`src/hdl/brk_pkg.sv`:
```
// Purpose: Shared constants for the serial break and idle transmitter
// Assumes: One 100 MHz clock, asynchronous active-low reset
// Notes:   Break, frame and idle counts are in bit times; BIT_CYC_DEF is in clock cycles
`default_nettype none
package brk_pkg;
  localparam int CLK_HZ          = 100_000_000;
  localparam int BAUD_HZ_DEF     = 115_200;
  localparam int BREAK_BITS_8    = 10;
  localparam int BREAK_BITS_9    = 11;
  localparam int FRAME_BITS_8    = 10;
  localparam int FRAME_BITS_9    = 11;
  localparam int IDLE_BITS_8     = 10;
  localparam int IDLE_BITS_9     = 11;
  localparam int BIT_CYC_DEF     = CLK_HZ / BAUD_HZ_DEF;
  localparam int CNT_W           = 16;
  localparam int BITN_W          = 4;
  localparam logic [1:0] BUF_DEPTH = 2'h2;
endpackage : brk_pkg
`default_nettype wire

```
`src/hdl/byte_stream_if.sv`:
```
// Purpose: Valid/ready carrier for data words between design modules
// Assumes: Single clock domain
// Notes:   Source drives valid and data, sink drives ready
`default_nettype none
interface byte_stream_if #(parameter int W = 9);
  logic         valid;
  logic         ready;
  logic [W-1:0] data;
  modport src (output valid, output data, input ready);
  modport snk (input valid, input data, output ready);
endinterface : byte_stream_if
`default_nettype wire

```
`src/hdl/skid_buf.sv`:
```
// Purpose: Two-entry buffer in the transmit data path
// Assumes: Single clock, asynchronous active-low reset
// Notes:   Ready toward the source drops only when both entries hold words
`default_nettype none
module skid_buf
  import brk_pkg::*;
#(
  parameter int W = 9
) (
  input  wire logic clock,
  input  wire logic rstn,
  byte_stream_if.snk in_s,
  byte_stream_if.src out_s
);
  logic [W-1:0] mem_r [2];
  logic         wp_r;
  logic         rp_r;
  logic [1:0]   cnt_r;
  logic         push;
  logic         pop;

  // Handshakes on both sides
  assign push         = in_s.valid && in_s.ready;
  assign pop          = out_s.valid && out_s.ready;
  assign in_s.ready   = (cnt_r != BUF_DEPTH);
  assign out_s.valid  = (cnt_r != 2'h0);
  assign out_s.data   = mem_r[rp_r];

  // Storage, no reset needed on data
  always_ff @(posedge clock) begin
    if (push) begin
      mem_r[wp_r] <= in_s.data;
    end
  end

  // Pointers and fill level
  always_ff @(posedge clock or negedge rstn) begin
    if (!rstn) begin
      wp_r  <= 1'b0;
      rp_r  <= 1'b0;
      cnt_r <= 2'h0;
    end else begin
      if (push) wp_r <= ~wp_r;
      if (pop)  rp_r <= ~rp_r;
      cnt_r <= cnt_r + {1'b0, push} - {1'b0, pop};
    end
  end
endmodule : skid_buf
`default_nettype wire

```
`src/hdl/serial_break_idle_tx.sv`:
```
// Purpose: Transmitter with break and queued-idle generation
// Assumes: Control bits are synchronous to clock
// Notes:   Break is decided only at a frame boundary, never mid-frame
`default_nettype none
module serial_break_idle_tx
  import brk_pkg::*;
#(
  parameter int BIT_CYC = BIT_CYC_DEF
) (
  input  wire logic       clock,
  input  wire logic       rstn,
  input  wire logic       tx_on,
  input  wire logic       send_break_bit,
  input  wire logic       nine_bit_sel,
  input  wire logic       in_valid,
  input  wire logic [8:0] in_data,
  output logic            in_ready,
  output logic            tx_line,
  output logic            busy
);
  initial begin
    if (BIT_CYC < 1 || BIT_CYC >= (1 << CNT_W)) begin
      $error("BIT_CYC out of range");
    end
  end

  typedef enum logic [3:0] {
    S_IDLE  = 4'h1,
    S_DATA  = 4'h2,
    S_BRK   = 4'h4,
    S_PRE   = 4'h8
  } st_t;

  localparam logic [CNT_W-1:0] BIT_LAST = CNT_W'(BIT_CYC - 1);

  st_t               st_r;
  logic [CNT_W-1:0]  cyc_r;
  logic [BITN_W-1:0] bitn_r;
  logic [BITN_W-1:0] last_r;
  logic [10:0]       shf_r;
  logic              ton_d_r;
  logic              idle_q_r;
  logic              bit_end;
  logic              frm_end;
  logic              take;

  byte_stream_if #(.W(9)) fill_s ();
  byte_stream_if #(.W(9)) drain_s ();

  // Two-entry buffer so a busy line loses no word
  skid_buf #(.W(9)) u_buf (
    .clock (clock),
    .rstn  (rstn),
    .in_s  (fill_s),
    .out_s (drain_s)
  );

  // Offer gated by the flopped ready so a lagging ready never drops a word
  assign fill_s.valid = in_valid && in_ready;
  assign fill_s.data  = in_data;

  // Index of the last bit of a frame (length minus one), shared by data, break and idle
  function automatic logic [BITN_W-1:0] frame_len(input logic m9);
    frame_len = m9 ? BITN_W'(FRAME_BITS_9 - 1) : BITN_W'(FRAME_BITS_8 - 1);
  endfunction : frame_len

  assign bit_end = (cyc_r == BIT_LAST);
  assign frm_end = bit_end && (bitn_r == last_r);
  // Data only when no break or idle pending; data waits in the buffer
  assign take    = (st_r == S_IDLE) && tx_on && ton_d_r && !idle_q_r &&
                   !send_break_bit && drain_s.valid;
  assign drain_s.ready = take;

  // Ready through a flop; drops one cycle after each push, so it never
  // promises room that the buffer no longer has
  always_ff @(posedge clock or negedge rstn) begin
    if (!rstn) begin
      in_ready <= 1'b0;
    end else begin
      in_ready <= fill_s.ready && !(fill_s.valid && fill_s.ready);
    end
  end

  // Idle request: tx_on falling then rising queues one idle frame
  always_ff @(posedge clock or negedge rstn) begin
    if (!rstn) begin
      ton_d_r  <= 1'b0;
      idle_q_r <= 1'b0;
    end else begin
      ton_d_r <= tx_on;
      // A rise seen in idle is served at once; elsewhere it waits
      if (tx_on && !ton_d_r && st_r != S_IDLE) begin
        idle_q_r <= 1'b1;
      end else if (st_r == S_IDLE && tx_on) begin
        idle_q_r <= 1'b0;
      end
    end
  end

  // Bit timer and frame sequencer
  always_ff @(posedge clock or negedge rstn) begin
    if (!rstn) begin
      st_r   <= S_IDLE;
      cyc_r  <= '0;
      bitn_r <= '0;
      last_r <= '0;
      shf_r  <= '1;
    end else begin
      case (st_r)
        S_IDLE: begin
          cyc_r  <= '0;
          bitn_r <= '0;
          last_r <= frame_len(nine_bit_sel);
          if (tx_on && (idle_q_r || !ton_d_r)) begin
            st_r  <= S_PRE;
            shf_r <= '1;
          end else if (tx_on && send_break_bit) begin
            st_r  <= S_BRK;
            shf_r <= '0;
          end else if (take) begin
            st_r  <= S_DATA;
            shf_r <= nine_bit_sel ? {1'b1, drain_s.data, 1'b0}
                                  : {2'b11, drain_s.data[7:0], 1'b0};
          end
        end
        S_DATA, S_BRK, S_PRE: begin
          if (bit_end) begin
            cyc_r  <= '0;
            bitn_r <= bitn_r + BITN_W'(1);
            if (st_r == S_DATA) begin
              shf_r <= {1'b1, shf_r[10:1]};
            end
          end else begin
            cyc_r <= cyc_r + CNT_W'(1);
          end
          // Fixed count ends the break; no restretch mid-frame
          if (frm_end) begin
            st_r  <= S_IDLE;
            shf_r <= '1;
          end
        end
        default: begin
          st_r  <= S_IDLE;
          shf_r <= '1;
        end
      endcase
    end
  end

  // Line output from a flop, high when idle
  always_ff @(posedge clock or negedge rstn) begin
    if (!rstn) begin
      tx_line <= 1'b1;
      busy    <= 1'b0;
    end else begin
      tx_line <= (st_r == S_BRK) ? 1'b0 : shf_r[0];
      busy    <= (st_r != S_IDLE);
    end
  end
endmodule : serial_break_idle_tx
`default_nettype wire

```
`config.mk`:
```
export PLATFORM = sky130hd
export DESIGN_NAME = serial_break_idle_tx
export DESIGN_NICKNAME = d
export VERILOG_FILES = /design/src/hdl/brk_pkg.sv /design/src/hdl/byte_stream_if.sv /design/src/hdl/skid_buf.sv /design/src/hdl/serial_break_idle_tx.sv
export SDC_FILE = /design/constraint.sdc
export NUM_CORES = 1
export LEC_CHECK = 0
export ABC_AREA = 1
export BUFFER_PORTS_ARGS = -buffer_cell sky130_fd_sc_hd__buf_4
export CAP_MARGIN = 20
export CORE_UTILIZATION = 25
export DETAILED_ROUTE_END_ITERATION = 10
export HOLD_SLACK_MARGIN = 0.12
export PLACE_DENSITY = 0.5
export SLEW_MARGIN = 20
export SYNTH_ARGS = -nofsm -noshare
export SYNTH_HDL_FRONTEND = slang
export SYNTH_SLANG_ARGS = --single-unit
```
`constraint.sdc`:
```
create_clock -name clock -period 1.9 [get_ports clock]
set_input_delay 0.285 -clock clock [delete_from_list [all_inputs] [get_ports clock]]
set_output_delay 0.285 -clock clock [all_outputs]
set_load 0.02 [all_outputs]
```
Word level (Yosys, flattened, before mapping)
Memories as Yosys holds them, arrays and structs flattened.
Index checks and enable logic that the tools add are counted.
{ "totals": {"memories": 1, "out_inout_bits": 3, "wordCells": 82, "ram_bits": 18, "in_bits": 15, "register_bits": 48} }
{ "op_classes": {"reduce_logical": 26, "eq_ne": 13, "n_mux": 23, "addsub": 4, "n_bitwise": 2} }
{ "mem_list": {"columns": ["memory", "words", "width", "rd", "rd_clocked_by_memory_dff", "write_ports", "line_no", "source"], "rows": [
  ["u_buf.mem_r", 2, 9, 1, 0, 1, "skid_buf.sv:15", "logic [W-1:0] mem_r [2];"]
]} }
{ "ops": {"columns": ["cell", "count"], "rows": [
  ["11-bit 2-to-1 mux", 6],
  ["16-bit case mux with 2 select lines", 1],
  ["11-bit case mux with 2 select lines", 1],
  ["4-bit 2-to-1 mux", 5],
  ["16-bit by 1-bit adder with 16-bit output (second input constant)", 1],
  ["16-bit by 10-bit equality test with 1-bit output (second input constant)", 1],
  ["16-bit 2-to-1 mux", 1],
  ["4-bit case mux with 2 select lines", 2],
  ["1-bit logical AND", 14],
  ["10-bit 2-to-1 mux", 1],
  ["4-bit by 1-bit != test with 1-bit output (second input constant)", 2],
  ["2-bit != test (second input constant)", 3],
  ["3-bit != test (second input constant)", 2],
  ["2-bit nonzero test", 3],
  ["1-bit 2-to-1 mux", 5],
  ["4-bit by 1-bit adder with 4-bit output (second input constant)", 1],
  ["4-bit by 1-bit equality test with 1-bit output (second input constant)", 1],
  ["4-bit by 2-bit equality test with 1-bit output (second input constant)", 1],
  ["4-bit by 3-bit equality test with 1-bit output (second input constant)", 1],
  ["4-bit equality test", 1],
  ["4-bit equality test (second input constant)", 1],
  ["1-bit zero test", 4],
  ["2-bit AND reduction", 2],
  ["3-bit AND reduction", 1],
  ["6 further kinds", 7]
]} }

Depth between registers and ports, before layout
Gate-level depths: netlist (run 1).
{ "depth": {"ltp_word": 10, "depth_mapped": 12} }

Cells and area by module
From an unflattened synthesis (run 1), not the netlist that was laid out.
{ "hier_totals": {"cells_unflattened": 423, "area_unflattened_um2": 3434.5} }
{ "by_module_without_submodules": {"columns": ["mod", "n_inst", "seq_area_each_um2", "cells_per_inst", "area_per_inst_um2"], "rows": [
  ["serial_break_idle_tx", 1, 1092.3, 345, 2537.4],
  ["skid_buf", 1, 640.6, 78, 897.1]
]} }

Worst setup path before layout (run 1)
OpenSTA, ideal clock, no wires.
{ "synth_timing": {"path_type": "register to register", "startpoint": "register in_ready", "endpoint": "memory u_buf.mem_r[1][0], enable pin", "period_less_slack_ns": 1.607, "path_stages_with_launch": 5, "setup_slack_ns": 0.293, "required_ns": 1.524, "setup_ns": 0.376, "arrival_ns": 1.231, "n_path_buf": 0, "cell_sequence": "dfrtp_1 > nand2_1 > a21oi_1 > inv_1 > nor2_1"} }
{ "synth_between": {"elab_chain_cells": 4} }
{ "synth_lines": {"columns": ["item", "line_no", "source"], "rows": [
  ["start, declared", "serial_break_idle_tx.sv:17", "output logic in_ready,"],
  ["start signal, assigned", "serial_break_idle_tx.sv:80", "in_ready <= fill_s.ready && !(fill_s.valid && fill_s.ready);"],
  ["1-bit logical AND", "serial_break_idle_tx.sv:59", "assign fill_s.valid = in_valid && in_ready;"],
  ["1-bit logical AND", "skid_buf.sv:23", "assign push = in_s.valid && in_s.ready;"],
  ["net u_buf.push", "skid_buf.sv:19", "logic push;"],
  ["1-bit 2-to-1 mux", "skid_buf.sv:31", "if (push) begin"],
  ["1-bit 2-to-1 mux (not written as such)", "skid_buf.sv:32", "mem_r[wp_r] <= in_s.data;"],
  ["end, declared", "skid_buf.sv:15", null]
]} }
The timed path passes the listed nets, and every way through them passes these cells.

Worst setup path after layout (run 1)
{ "layout_timing": {"startpoint": "register cyc_r[0]", "endpoint": "register shf_r[10]"} }
{ "layout_between": {"elab_chain_cells": 4, "elab_cells_between_ends": 7, "cone_classes": "eq/ne (3); mux (2); reduce/logical (2)"} }
{ "layout_lines": {"columns": ["item", "line_no", "source"], "rows": [
  ["start, declared", "serial_break_idle_tx.sv:37", "logic [CNT_W-1:0] cyc_r;"],
  ["start signal, assigned", "serial_break_idle_tx.sv:134", "cyc_r <= cyc_r + CNT_W'(1);"],
  ["16-bit by 10-bit equality test with 1-bit output (*)", "serial_break_idle_tx.sv:67", "assign bit_end = (cyc_r == BIT_LAST);"],
  ["1-bit logical AND", "serial_break_idle_tx.sv:68", "assign frm_end = bit_end && (bitn_r == last_r);"],
  ["3-bit != test (no line) or 11-bit 2-to-1 mux (tied branches)", null, null],
  ["3-bit AND reduction (no line) or 11-bit case mux with 2 select lines (tied branches)", null, null],
  ["end signal, assigned", "serial_break_idle_tx.sv:122", "shf_r <= nine_bit_sel ? {1'b1, drain_s.data, 1'b0}"],
  ["end signal, assigned", "serial_break_idle_tx.sv:131", "shf_r <= {1'b1, shf_r[10:1]};"],
  ["end, declared", "serial_break_idle_tx.sv:40", "logic [10:0] shf_r;"]
]} }
Mark *: on every way between the ends. The rest lies on a longest branch, timed or not.
A chain may end at the register's enable or synchronous reset.

==> results of run 1 <==
[logic make-up after synthesis]
logic type                 synth area share
buffers and inverters                0.0987
adders and majority gates            0.0148
AOI/OAI and AO/OA                    0.0806
and+or+nand+nor                       0.262
muxes                               0.00296
DFF                                   0.512
xor gates and xnor gates             0.0285
[per-stage QoR]
stage / util / setup slack [ns] / cell area, um^2 / hold WS [ns] / cells
2_1_floorplan: - / 0.293 / 3380 / -0.0106 / 412
3_3_place_gp: 0.282 / 0.253 / 3740 / 0.348 / 606
3_5_place_dp: 0.282 / 0.178 / 3740 / 0.350 / 606
4_1_cts: 0.310 / 0.164 / 4110 / 0.121 / 629
5_1_grt: 0.310 / 0.0251 / 4110 / 0.121 / 629
6_report: 0.310 / 0.192 / 4110 / 0.138 / 629
[worst max-delay path, stage by stage (launching register included)]
cell      delay (ns)
dfrtp_1         0.40
ha_1            0.23
nand2_1         0.07
nor2_1          0.08
nand2_1         0.07
nor2_2          0.13
inv_1           0.11
nand2_2         0.10
nand3_2         0.22
a21boi_0        0.23
[synthesized netlist by cell type, types with 2 or more instances]
library cell | instances | share of area
xnor2_1 | 4 | 0.010
nand3_2 | 3 | 0.0089
inv_1 | 62 | 0.069
nand2_2 | 6 | 0.011
dfrtp_1 | 34 | 0.25
buf_6 | 2 | 0.0067
a31oi_1 | 2 | 0.0037
buf_2 | 3 | 0.0044
nand2_1 | 133 | 0.15
nor2_2 | 5 | 0.0092
o21ai_0 | 12 | 0.018
edfxtp_1 | 18 | 0.16
inv_2 | 7 | 0.0078
ha_1 | 4 | 0.015
buf_4 | 5 | 0.011
a21boi_0 | 2 | 0.0044
o211ai_1 | 7 | 0.016
xor2_1 | 7 | 0.018
nand3_1 | 26 | 0.038
dfstp_2 | 13 | 0.10
nand4_1 | 2 | 0.0037
a21oi_1 | 6 | 0.0089
nor2_1 | 27 | 0.030
o22ai_1 | 6 | 0.011
o21ai_1 | 8 | 0.012
[routing by layer]
layer / GRT usage / vias up / wire length (um)
li1: - / 1366 / -
met1: 0.135 / 1204 / 3300
met2: 0.182 / 35 / 3210
met3: 0.0338 / 6 / 212
met4: 0.0409 / 0 / 73
met5: 0 / - / 0
[power by group through the flow]
stage | clock network, uW | logic [uW] | registers [uW]
floorplan | 0 | 1910 | 2140
global placement | 0 | 2420 | 2180
detailed placement | 0 | 2450 | 2190
CTS | 1730 | 2460 | 2170
global route | 1770 | 2840 | 2220
finish | 1680 | 2410 | 2170
[flip-flops by register name, summed over array words and instances, names as in the netlist]
name / cells
shf_r: 11
st_r: 4
cyc_r: 16
bitn_r: 4
ton_d_r: 1
last_r: 3
u_buf.mem_r: 18
in_ready: 1
tx_line: 1
idle_q_r: 1
u_buf.cnt_r: 2
busy: 1
u_buf.wp_r: 1
u_buf.rp_r: 1
[worst max-delay path by stage]
stage	end	cells past startpoint
3_5_place_dp	shf_r[10]$_DFFE_PN1P_	9
3_3_place_gp	u_buf.cnt_r[1]$_DFF_PN0_	9
4_1_cts	shf_r[10]$_DFFE_PN1P_	9
6_report	shf_r[10]$_DFFE_PN1P_	9
5_1_grt	shf_r[10]$_DFFE_PN1P_	9
2_1_floorplan	u_buf.mem_r[1][0]$_DFFE_PP_	4
[area by class of cell]
type,instances,share of cell area
clock inverters,7,0.0186
flip-flops and latches,65,0.422
repair buffers,35,0.0682
inverters,69,0.0630
multi-input cells,268,0.320
clock buffers,9,0.0548
well taps,176,0.0536
==> flow_summary.toml, run 1 <==
[outcome]
status = "finished clean"

[worst_setup_path]
rr_startpoint = "cyc_r[0]$_DFFE_PN0N_"
crit_required_ns = 2.16
crit_start = "cyc_r[0]$_DFFE_PN0N_"
worstRegToRegCells = 9
crit_fanout = 11
worst_setup_path_start_kind = "register"
path_class = "reg -> reg"
end_kind = "register"
rrSetupSlack_ns = 0.19
reg2reg_to = "shf_r[10]$_DFFE_PN1P_"
arrival_ns = 1.96

[global_routing]
grt_pass1_wl_um = 12200
overflow = 0
grt_antenna_before_repair = 0
grt_pass1_vias = 2651
grt_usage = 0.110
grt_max_degree = 48

[routing]
drc = 0
drt_wl_total_um = 6800
vias_per_cell = 4.15
drt-wirelength-per-cell_um = 10.8
vias = 2611
firstDrtPassIters = 4
drt_iter0_markers = 106
detail-route-antenna-nets = 0

[synthesis]
yosys_warnings = 0
synth_cells = 412
syn_nets = 431
synth_edf_count = 18
synth_area_um2 = 3380
yosysSeqAreaShare = 0.512
ys_ff_latch = 65
synthFlopType = "dfrtp_1"
ys_async_sr_fraction = 0.723
synth.avg_cell_area_um2 = 8.21
synth_cell_type_count = 33

[clock_tree]
h-tree-depth = 3
post_cts_buffers = 0
clk-insertion-delay-late_ns = 0.33
holdBufCountCts = 7
clock_sinks = 65
clkTransAtPathRegs_ns = 0.06
root_buffer = "clkbuf_16"
cts_resized = 0
cts_tree = "yes"
clk_path_buf_depth = 2
cts_buffers = 9

[power_and_ir_drop]
p_int_uw = 3840
power_frac_clock = 0.268
power_leakage_uw = 0.00196
ir_drop_v = 0.000742
seqPwrFrac = 0.347
pwr-share-comb = 0.385
p_switching_uw = 2410
swShare = 0.386
power_per_cell_area_nw_per_um2 = 1520
fin_total_pwr_uw = 6250

[sta]
fin_skew_ns = 0.00764
max_freq_ghz = 0.585
setup_tns_ns = 0
final_max_slew_viol_count = 0
period_minus_slack_ns = 1.71
min_period_over_period = 0.899
max-slew-margin-rel = 0.583
worst_pin_slew_ns = 0.625
rsz0062_at_grt = "false"
setup_viol = 0
final-hold-violation-count = 0

[die]
die_h_um = 118
start_util = 0.255
design.core.area_um2 = 13200
die_w_um = 118
die-area_um2 = 14000
ioPinCount = 18
rows = 42

[layout]
multi_input_area_um2 = 1320
final_nets = 467
final_common_cell = "nand2_1"
drive_gt1_frac = 0.179
fill_cells = 1418
mostFrequentLayoutCells = "133 x nand2_1, 62 x inv_1, 34 x dfrtp_1"
area_growth_pct = 21.5
antennaDiodeCount = 0
register_area_um2 = 1730

[placed_design]
portBuffers = 17
gp_congestion = 0.794
place_hpwl_um = 4770

[job]
cap_viol_max_count = 0

[min_path]
hold_class = "in -> reg"
min_from = "in_data[4]"
hold_depth = 1
holdPathEnd = "u_buf.mem_r[1][4]$_DFFE_PP_"
No activity file was read; power rests on OpenSTA's default activity.
==> run 2: changes to the inputs <==
--- a/config.mk
+++ b/config.mk
@@ -8,10 +8,10 @@
 export ABC_AREA = 1
 export BUFFER_PORTS_ARGS = -buffer_cell sky130_fd_sc_hd__buf_4
 export CAP_MARGIN = 20
-export CORE_UTILIZATION = 25
+export CORE_UTILIZATION = 50
 export DETAILED_ROUTE_END_ITERATION = 10
 export HOLD_SLACK_MARGIN = 0.12
-export PLACE_DENSITY = 0.5
+export PLACE_DENSITY = 0.78
 export SLEW_MARGIN = 20
 export SYNTH_ARGS = -nofsm -noshare
 export SYNTH_HDL_FRONTEND = slang
==> flow_summary.toml, run 2 (synthesis results as in run 1) <==
[clock_tree]
clk_path_buf_depth = 2
clock_sinks = 65
root_buffer = "clkbuf_8"
h-tree-depth = 3
cts_tree = "yes"
clk-insertion-delay-late_ns = 0.36
clkTransAtPathRegs_ns = 0.08
cts_buffers = 9

[global_routing]
grt_max_degree = 48
grt_pass1_vias = 2558
grt_usage = 0.210
grt_pass1_wl_um = 11500
grt_antenna_before_repair = 0
overflow = 0

[routing]
detail-route-antenna-nets = 0
vias_per_cell = 5.14
drt_wl_total_um = 6780
firstDrtPassIters = 5
vias = 2740
drc = 0
drt_iter0_markers = 160
drt-wirelength-per-cell_um = 12.7

[sta]
rsz0062_at_grt = "false"
min_period_over_period = 0.911
setup_tns_ns = 0
period_minus_slack_ns = 1.73
final-hold-violation-count = 0
worst_pin_slew_ns = 0.581
fin_skew_ns = 0.00789
max_freq_ghz = 0.578
max-slew-margin-rel = 0.613
layout_setup_ws_ns = 0.169
final_max_slew_viol_count = 0
setup_viol = 0

[worst_setup_path]
reg2reg_to = "u_buf.cnt_r[1]$_DFF_PN0_"
worstPathCellList = "nor2_2 -> nand3_4 -> nor2_4 -> nand3_2 -> inv_1 -> ha_1 -> inv_1 -> ha_1 -> xnor2_1"
arrival_ns = 2.00
crit_fanout = 9
end_kind = "register"
worstRegToRegCells = 9
crit_required_ns = 2.17
max_stage_delay_ns = 0.41
rrSetupSlack_ns = 0.17
worst_setup_path_start_kind = "register"
path_buf_inv = 2
crit_family = "simple AND/OR/NAND/NOR gates"
crit_start = "st_r[3]$_DFFE_PN0P_"
crit_end = "u_buf.cnt_r[1]$_DFF_PN0_"
path_class = "reg -> reg"
rr_startpoint = "st_r[3]$_DFFE_PN0P_"
cp.depth = 9
crit_slowest_cell = "dfrtp_1"

[layout]
stdcell_area_um2 = 3950
max_flop_register = "u_buf.mem_r"
drive_gt1_frac = 0.175
largest_register_ffs = 18
final_nets = 470
top_regs = "u_buf.mem_r (18), cyc_r (16), shf_r (11)"
fill_cells = 531
mostFrequentLayoutCells = "133 x nand2_1, 62 x inv_1, 34 x dfrtp_1"
antennaDiodeCount = 0
final_common_cell = "nand2_1"
register_area_um2 = 1730
multi_input_area_um2 = 1320
area_growth_pct = 16.8
fin_util = 0.612

[placed_design]
pre_cts_ws_ns = 0.155
portBuffers = 17
place_hpwl_um = 4540
dpl-instance-area_um2 = 3610
gp_congestion = 0.918

[outcome]
status = "finished clean"

[die]
start_util = 0.524
die_w_um = 84.3
design.core.area_um2 = 6460
die_h_um = 84.3
rows = 29
ioPinCount = 18
die-area_um2 = 7100

[min_path]
hold_depth = 3
hold_class = "in -> reg"

[power_and_ir_drop]
power_per_cell_area_nw_per_um2 = 1510
ir_drop_v = 0.000797
power_leakage_uw = 0.00193

[job]
cap_viol_max_count = 0
-- run 2: what timing repair did --
| item | CTS | global route |
|---|---|---|
| endpoints found under the hold margin | 53 | 0 |
| hold buffers | 11 | 0 |
| gates resized for setup | 0 | 1 |
| endpoints found under the setup margin | 0 | 1 |
| buffers inserted | 0 | 0 |
-- run 2: worst min-delay path by stage --
stage                             to         start
2_1_floorplan  bitn_r[0]$_DFFE_PN0P_          rstn
3_3_place_gp   cyc_r[15]$_DFFE_PN0N_          rstn
3_5_place_dp   cyc_r[11]$_DFFE_PN0N_          rstn
4_1_cts        last_r[1]$_DFFE_PN0P_  nine_bit_sel
5_1_grt           in_ready$_DFF_PN0_      in_valid
6_report          in_ready$_DFF_PN0_      in_valid
-- run 2: report_power, final --
| part | internal (uW) | switching, uW |
|---|---|---|
| registers | 1930 | 249 |
| clock network | 749 | 582 |
| logic | 911 | 1540 |
| total | 3590 | 2370 |
-- run 2: layout make-up --
type	instances	share of cell area
sequential	65	0.439
inverter	69	0.0656
clock inverter	7	0.0257
clock buffer	9	0.0314
multi-input combinational	268	0.335
timing repair buffer	38	0.0792
tap	77	0.0244
-- run 2: worst reg2reg max path, stage by stage (launching register included) --
cell     delay (ns)
dfrtp_1        0.41
nor2_2         0.18
nand3_4        0.17
nor2_4         0.13
nand3_2        0.12
inv_1          0.08
ha_1           0.22
inv_1          0.05
ha_1           0.15
xnor2_1        0.13
-- run 2: layer usage --
metal	wire, um	vias up	global-route usage
met5	0	-	0
met4	129	0	0.0972
met3	376	14	0.0629
met2	3350	70	0.340
met1	2930	1283	0.258
li1	-	1373	-
-- run 2: stage by stage --
stage / hold slack [ns] / total power [uW] / std cells
3_3_place_gp: 0.318 / 4510 / 506
5_1_grt: 0.204 / 6420 / 533
3_5_place_dp: 0.322 / 4580 / 506
4_1_cts: 0.214 / 5940 / 533
6_report: 0.210 / 5960 / 533
2_1_floorplan: -0.0106 / 4060 / 412
